===== src/hdl/lane_test_map.vh =====
// Constants for the lane test sequencer and checker
`ifndef LANE_TEST_MAP_VH
`define LANE_TEST_MAP_VH

`define LT_LANES 2
`define LT_K_COMMA 8'hbc
`define LT_K_START 8'h1c
`define LT_K_END 8'h7c
`define LT_CHECK_BYTE 8'hbc
`define LT_COMMA_WORDS 8'h40
`define LT_FRAMES 3'h4
`define LT_FRAME_BYTES 8'h20
`define LT_CFG_BYTES 8'h0e
`define LT_CFG_POS 8'h01
`define LT_CFG_FILL 8'hbc
`define LT_WORD_BYTES 8'h04
`define LT_START_POS 8'h00
`define LT_RUN_CYCLES 32'h00001000
`define LT_TIMEOUT_CYCLES 32'h00010000

`endif


===== src/hdl/lane_checker.v =====
// Per-lane receive byte checker with sticky error flag
`timescale 1ns/1ps
`default_nettype none
`include "lane_test_map.vh"

module lane_checker (
	// Clock and reset
	input wire clk,
	input wire reset_n,
	// Lane input
	input wire [31:0] rx_data,
	input wire [3:0] rx_is_k,
	input wire check_en,
	// Result
	output reg error
);
	wire [3:0] bad;
	genvar s;

	// RULE8: compare data bytes
	generate
		for (s = 0; s < 4; s = s + 1) begin : g_byte
			assign bad[s] = !rx_is_k[s] && (rx_data[s*8 +: 8] != `LT_CHECK_BYTE);
		end
	endgenerate

	// RULE9: sticky until reset
	always @(posedge clk) begin
		if (!reset_n) begin
			error <= 1'b0;
		end else if (check_en && |bad) begin
			error <= 1'b1;
		end
	end
endmodule

`default_nettype wire


===== src/hdl/lane_test_sequencer.v =====
// Lane test pattern sequencer with loopback select and run control
`timescale 1ns/1ps
`default_nettype none
`include "lane_test_map.vh"

// What this block does
// RULE1: Once both channels leave reset, every lane sends a run of K28.5 commas.
// RULE2: After the commas, four frames follow, each opened by a start and closed by an end character.
// RULE3: The configuration marker and its 14 bytes are not sent; their positions carry 8'hbc filler instead.
// RULE4: The alignment frames hold only K28.0, K28.3 and data bytes, letting the receiver find 32-bit words.
// RULE5: An enable tells the receive checker when incoming data is valid, and checking waits for it.
// RULE6: With equal line rates chosen at build time, transmitted lanes loop back to the receive inputs.
// RULE7: After alignment the run streams for a set count of cycles, and a timeout ends a stalled run.
// RULE8: The checker compares each received data byte against 8'hbc once enabled.
// RULE9: Each lane keeps a sticky error flag on mismatch, cleared only by reset.
module lane_test_sequencer #(
	parameter LOOPBACK = 1,
	parameter [31:0] RUN_CYCLES = `LT_RUN_CYCLES,
	parameter [31:0] TIMEOUT_CYCLES = `LT_TIMEOUT_CYCLES
) (
	// Clock and reset
	input wire clk,
	input wire reset_n,
	// Channel reset done
	input wire tx_reset_done,
	input wire rx_reset_done,
	// Transmit lanes
	output reg [`LT_LANES*32-1:0] tx_data,
	output reg [`LT_LANES*4-1:0] tx_is_k,
	// Receive lanes from transceivers
	input wire [`LT_LANES*32-1:0] rx_data_in,
	input wire [`LT_LANES*4-1:0] rx_is_k_in,
	// Status
	output wire check_en,
	output wire [`LT_LANES-1:0] lane_error,
	output reg done,
	output reg timed_out
);
	localparam [2:0] ST_IDLE = 3'h0;
	localparam [2:0] ST_COMMA = 3'h1;
	localparam [2:0] ST_FRAME = 3'h2;
	localparam [2:0] ST_STREAM = 3'h3;
	localparam [2:0] ST_DONE = 3'h4;

	reg [2:0] state;
	reg [2:0] next_state;
	reg [7:0] word_cnt;
	reg [7:0] byte_pos;
	reg [2:0] frame_cnt;
	reg [31:0] run_cnt;
	reg [31:0] tmo_cnt;
	reg [31:0] word;
	reg [3:0] word_k;
	wire [31:0] frame_word;
	wire [3:0] frame_k;

	// Both channels up; a drop before the run is done restarts the sequence
	wire chans_up = tx_reset_done && rx_reset_done;
	// Last word of a frame once this word is counted
	wire frame_last = (byte_pos + `LT_WORD_BYTES) >= `LT_FRAME_BYTES;
	wire [`LT_LANES*32-1:0] rx_data;
	wire [`LT_LANES*4-1:0] rx_is_k;

	// RULE6: build-time loopback
	generate
		if (LOOPBACK != 0) begin : g_loop
			assign rx_data = tx_data;
			assign rx_is_k = tx_is_k;
		end else begin : g_ext
			assign rx_data = rx_data_in;
			assign rx_is_k = rx_is_k_in;
		end
	endgenerate

	// RULE5: checking enabled after alignment
	assign check_en = (state == ST_STREAM);

	always @* begin
		next_state = state;
		case (state)
			ST_IDLE: if (chans_up) next_state = ST_COMMA;
			ST_COMMA: if (word_cnt == `LT_COMMA_WORDS - 8'h01) next_state = ST_FRAME;
			ST_FRAME: if (frame_last && frame_cnt == `LT_FRAMES - 3'h1) next_state = ST_STREAM;
			ST_STREAM: if (run_cnt == RUN_CYCLES - 32'h1) next_state = ST_DONE;
			ST_DONE: next_state = ST_DONE;
			default: next_state = ST_IDLE;
		endcase
		// A finished run keeps its result until reset
		if (!chans_up && state != ST_DONE)
			next_state = ST_IDLE;
		if (timed_out)
			next_state = ST_DONE;
	end

	// Frame bytes, one slot per byte of the word
	genvar s;
	generate
		for (s = 0; s < 4; s = s + 1) begin : g_slot
			localparam [7:0] SLOT = s;
			wire [7:0] pos;
			wire is_start;
			wire is_end;
			wire in_cfg;
			assign pos = byte_pos + SLOT;
			// RULE4: start and end characters
			assign is_start = (pos == `LT_START_POS);
			assign is_end = (pos == `LT_FRAME_BYTES - 8'h01);
			// RULE3: skipped configuration positions
			assign in_cfg = (pos >= `LT_CFG_POS) && (pos <= `LT_CFG_POS + `LT_CFG_BYTES);
			assign frame_k[s] = is_start || is_end;
			assign frame_word[s*8 +: 8] = is_start ? `LT_K_START :
				is_end ? `LT_K_END :
				in_cfg ? `LT_CFG_FILL : `LT_CHECK_BYTE;
		end
	endgenerate

	// Build one 32-bit word of the current state
	always @* begin
		word = {4{`LT_CHECK_BYTE}};
		word_k = 4'h0;
		case (state)
			// RULE1: comma run on all lanes
			ST_COMMA: begin
				word = {4{`LT_K_COMMA}};
				word_k = 4'hf;
			end
			ST_FRAME: begin
				word = frame_word;
				word_k = frame_k;
			end
			default: begin
				word = {4{`LT_CHECK_BYTE}};
				word_k = 4'h0;
			end
		endcase
	end

	// State and transmit word registers
	always @(posedge clk) begin
		if (!reset_n) begin
			state <= ST_IDLE;
			tx_data <= {`LT_LANES*32{1'b0}};
			tx_is_k <= {`LT_LANES*4{1'b0}};
		end else begin
			state <= next_state;
			tx_data <= {`LT_LANES{word}};
			tx_is_k <= {`LT_LANES{word_k}};
		end
	end

	// Comma words sent so far
	always @(posedge clk) begin
		if (!reset_n)
			word_cnt <= 8'h00;
		else if (state == ST_COMMA)
			word_cnt <= word_cnt + 8'h01;
		else
			word_cnt <= 8'h00;
	end

	// RULE2: four framed sequences
	always @(posedge clk) begin
		if (!reset_n) begin
			byte_pos <= 8'h00;
			frame_cnt <= 3'h0;
		end else if (state == ST_FRAME) begin
			byte_pos <= frame_last ? 8'h00 : byte_pos + `LT_WORD_BYTES;
			if (frame_last)
				frame_cnt <= frame_cnt + 3'h1;
		end else begin
			byte_pos <= 8'h00;
			frame_cnt <= 3'h0;
		end
	end

	// RULE7: stream run length
	always @(posedge clk) begin
		if (!reset_n)
			run_cnt <= 32'h0;
		else if (state == ST_STREAM)
			run_cnt <= run_cnt + 32'h1;
		else
			run_cnt <= 32'h0;
	end

	// RULE7: stall timeout, counted until streaming starts
	always @(posedge clk) begin
		if (!reset_n) begin
			tmo_cnt <= 32'h0;
			timed_out <= 1'b0;
		end else if (state != ST_STREAM && state != ST_DONE) begin
			if (tmo_cnt == TIMEOUT_CYCLES - 32'h1)
				timed_out <= 1'b1;
			else
				tmo_cnt <= tmo_cnt + 32'h1;
		end
	end

	// End of run, held until reset
	always @(posedge clk) begin
		if (!reset_n)
			done <= 1'b0;
		else if (next_state == ST_DONE)
			done <= 1'b1;
	end

	// RULE8: one checker per lane, enabled together
	genvar g;
	generate
		for (g = 0; g < `LT_LANES; g = g + 1) begin : g_chk
			lane_checker u_chk (
				.clk(clk),
				.reset_n(reset_n),
				.rx_data(rx_data[g*32 +: 32]),
				.rx_is_k(rx_is_k[g*4 +: 4]),
				.check_en(check_en),
				.error(lane_error[g])
			);
		end
	endgenerate
endmodule

`default_nettype wire


===== config.mk =====
export PLATFORM = sky130hd
export DESIGN_NAME = lane_test_sequencer
export DESIGN_NICKNAME = d
export VERILOG_FILES = /design/src/hdl/lane_checker.v /design/src/hdl/lane_test_sequencer.v
export VERILOG_INCLUDE_DIRS = /design/src /design/src/hdl
export SDC_FILE = /design/constraint.sdc
export NUM_CORES = 1
export LEC_CHECK = 0
export ABC_AREA = 1
export BUFFER_PORTS_ARGS = -buffer_cell sky130_fd_sc_hd__buf_2
export CAP_MARGIN = 20
export CORE_MARGIN = 2
export CORE_UTILIZATION = 24
export DETAILED_ROUTE_END_ITERATION = 8
export PLACE_DENSITY = 0.46
export SYNTH_ARGS = -nofsm -noshare
export SYNTH_HDL_FRONTEND = slang
export SYNTH_SLANG_ARGS = --single-unit

===== constraint.sdc =====
create_clock -name clk -period 2.65 [get_ports clk]
set_clock_uncertainty 0.05 [all_clocks]
set_input_delay 0.1325 -clock clk [delete_from_list [all_inputs] [get_ports clk]]
set_output_delay 0.1325 -clock clk [all_outputs]
set_load 0.05 [all_outputs]

==> results.json <==
{
  "cp_max_fo": 32,
  "cts.sink_count": 94,
  "cts_root_buf": "clkbuf_16",
  "fin_ws_ns": 0.516,
  "via_per_inst": 4.18,
  "startpoint": "tmo_cnt[0]$_SDFFE_PN0P_",
  "wire_per_inst_um": 11.1,
  "gr-usage-met3_pct": 2.94,
  "endpoint": "tmo_cnt[1]$_SDFFE_PN0P_",
  "nFillCells": 2557,
  "hp-class": "in -> reg",
  "core_mm2": 0.0226,
  "finish.net_count": 957,
  "r2r_start": "tmo_cnt[0]$_SDFFE_PN0P_",
  "grt_pass1_wl_um": 21500,
  "min_period_over_period_pct": 80.5,
  "cts.clk_slew.worst_paths_ns": 0.07,
  "hpwl_um": 9930,
  "cap_viol_max_count": 0,
  "place_ws_ns": 0.486,
  "required_ns": 2.84,
  "yosysWarnings": 0,
  "drv_slew": 0,
  "syn_to_final_growth_pct": 8.44,
  "path_cells": "ha_1 > inv_2 > nor2_4 > nand2_4 > nor2_4 > nand3_2 > nand2_4 > inv_2 > nor2_1 > nor2_1",
  "grt_pass1_vias": 4354,
  "r2r_setup_slack_ns": 0.52,
  "die_h_um": 156,
  "max_stage_delay_ns": 0.43,
  "final_layout_size_suffix_gt1_share_pct": 10.5,
  "crit_cells": 10,
  "layout_common_cells": "nand2_1 (255), nor2_1 (135), dfxtp_1 (94)",
  "status": "complete, no violations",
  "critPathKind": "reg -> reg",
  "cp_slowest_cell": "dfxtp_1",
  "vdd_drop_max_mv": 0.281,
  "wirelength_um": 12900,
  "setup-violations-final": 0,
  "cp_num_buf_inv": 2,
  "grt_util_met2_pct": 17.9,
  "ys_types": 30,
  "power.density_mw_per_mm2": 495,
  "rsz0062_at_grt": "no",
  "min_period_ns": 2.13,
  "antenna_found_initial": 0,
  "gp_congestion": 0.835,
  "synth_seq_area_share_pct": 34.1,
  "numCtsBuffers": 9,
  "layout_commonest_cell": "nand2_1",
  "vias": 4861,
  "die_w_um": 156,
  "clock.fmax_mhz": 469,
  "synth_area_mm2": 0.00552,
  "cts_tree": "yes",
  "rr_endpoint": "tmo_cnt[1]$_SDFFE_PN0P_",
  "insertion_delay_ns": 0.35,
  "die-area_mm2": 0.0242,
  "post_cts_resized": 0,
  "slew_headroom_pct": 62.3,
  "synth_area_per_cell_um2": 6.45,
  "n_antenna_cell": 0,
  "drtIter0Drc": 170,
  "r2r.worst_path.cells": 10,
  "post-route-drc-count": 0,
  "crit_family": "simple AND/OR/NAND/NOR gates",
  "power_leakage_nw": 2.19,
  "rows": 55,
  "hold_viol_final": 0,
  "netlist_instances": 855,
  "io-pin-count": 153,
  "start_util_pct": 24.4,
  "ant_nets": 0,
  "dr.pass1.iters": 5,
  "htree_levels": 3,
  "ys_ff_latch": 94,
  "gr-total-overflow": 0,
  "worstPathArrival_ns": 2.33,
  "top_usage_layer": "met2",
  "grt_use_total_pct": 11.1,
  "fin_setup_tns_ns": 0,
  "postCtsSetupBuffers": 0,
  "grt_use_met1_pct": 14.6,
  "start_kind": "register",
  "worst_pin_slew_ns": 0.565,
  "endpoint_kind": "register",
  "cts_buffer_depth": 2,
  "port_buffers": 58,
  "grt_start_max_net_pins": 40
}
cell families (layout without fill, tap and decap cells):
| family | after synthesis | in the layout | share of synthesized area [%] |
|---|---|---|---|
| AOI/OAI and AO/OA | 93 | 93 | 8.78 |
| xor gates and xnor gates | 18 | 18 | 2.86 |
| adders and majority gates | 7 | 7 | 1.59 |
| buffers and inverters | 156 | 156 | 16.0 |
| DFF | 94 | 94 | 34.1 |
| other | 1 | 25 | 0.0680 |
| and+or+nand+nor | 486 | 486 | 36.6 |
cells in the mapped netlist, drive strengths merged:
| master | instances | area (um^2) |
|---|---|---|
| a21oi | 64 | 320 |
| a31oi | 5 | 31.3 |
| and3 | 1 | 6.26 |
| buf | 75 | 578 |
| clkbuf | 4 | 15.0 |
| conb | 1 | 3.75 |
| dfxtp | 94 | 1880 |
| ha | 7 | 87.6 |
| inv | 77 | 289 |
| nand2 | 257 | 980 |
| nand3 | 51 | 260 |
| nand3b | 11 | 82.6 |
| nand4 | 3 | 18.8 |
| nor2 | 139 | 542 |
| nor3 | 17 | 85.1 |
| nor3b | 2 | 15.0 |
| nor4 | 1 | 6.26 |
| o21a | 3 | 22.5 |
| o21ai | 19 | 95.1 |
| o21bai | 2 | 15.0 |
| or2 | 4 | 25.0 |
| xnor2 | 7 | 61.3 |
| xor2 | 11 | 96.3 |
layout make-up:
cell class                 instances  area [um^2]  area share, %
timing repair buffer              63          330           5.52
sequential                        94         1880           31.5
multi-input combinational        629         2840           47.5
tap                              285          357           5.96
clock buffer                       9          225           3.76
clock inverter                     7         56.3          0.941
inverter                          77          289           4.83
sequential cells by signal (all words and copies together), names as in the netlist:
register,cells
timed_out,1
state,3
tx_data,4
g_chk.u_chk.error,1
word_cnt,8
tmo_cnt,32
tx_is_k,3
done,1
byte_pos,6
frame_cnt,3
run_cnt,32
stage by stage:
| step | instance area [um^2] | cells | total power, mW | hold slack, ns | util (%) |
|---|---|---|---|---|---|
| global route | 5980 | 1164 | 3.08 | 0.105 | 26.5 |
| finish | 5980 | 1164 | 2.96 | 0.0990 | 26.5 |
| detailed placement | 5690 | 1147 | 1.73 | 0.286 | 25.2 |
| CTS | 5980 | 1164 | 3.02 | 0.0884 | 26.5 |
| floorplan | 5610 | 879 | 1.75 | 0.110 | - |
| global placement | 5690 | 1147 | 1.73 | 0.280 | 25.2 |
metal layers:
| metal | part of all wire (%) | vias to the layer above |
|---|---|---|
| li1 | - | 2645 |
| met1 | 51 | 2121 |
| met2 | 44 | 90 |
| met3 | 3.7 | 5 |
| met4 | 1.0 | 0 |
| met5 | 0 | - |
timing repair:
item | CTS | global route
endpoints found under the setup margin | 0 | 0
endpoints found under the hold margin | 1 | 0
hold buffers | 1 | 0
power breakdown:
group / internal, mW / switching [mW]
combinational: 0.0377 / 0.232
sequential: 1.42 / 0.00875
clock: 0.648 / 0.613
worst min-delay path: stages:
cell	delay, ns
buf_2	0.10
nand2_1	0.05
nor2_1	0.04
nand2_1	0.07
a21oi_1	0.06
worst min path at each step:
| stage | from | end | slack, ns | depth (start not counted) |
|---|---|---|---|---|
| floorplan | reset_n | tx_data[61]$_SDFF_PN0_ | 0.11 | 0 |
| global placement | reset_n | tx_data[61]$_SDFF_PN0_ | 0.28 | 1 |
| detailed placement | reset_n | tx_data[61]$_SDFF_PN0_ | 0.29 | 1 |
| CTS | rx_reset_done | state[2]$_SDFF_PN0_ | 0.09 | 5 |
| global route | rx_reset_done | state[2]$_SDFF_PN0_ | 0.10 | 5 |
| finish | rx_reset_done | state[2]$_SDFF_PN0_ | 0.1 | 5 |
No activity file was read; power rests on OpenSTA's default activity.
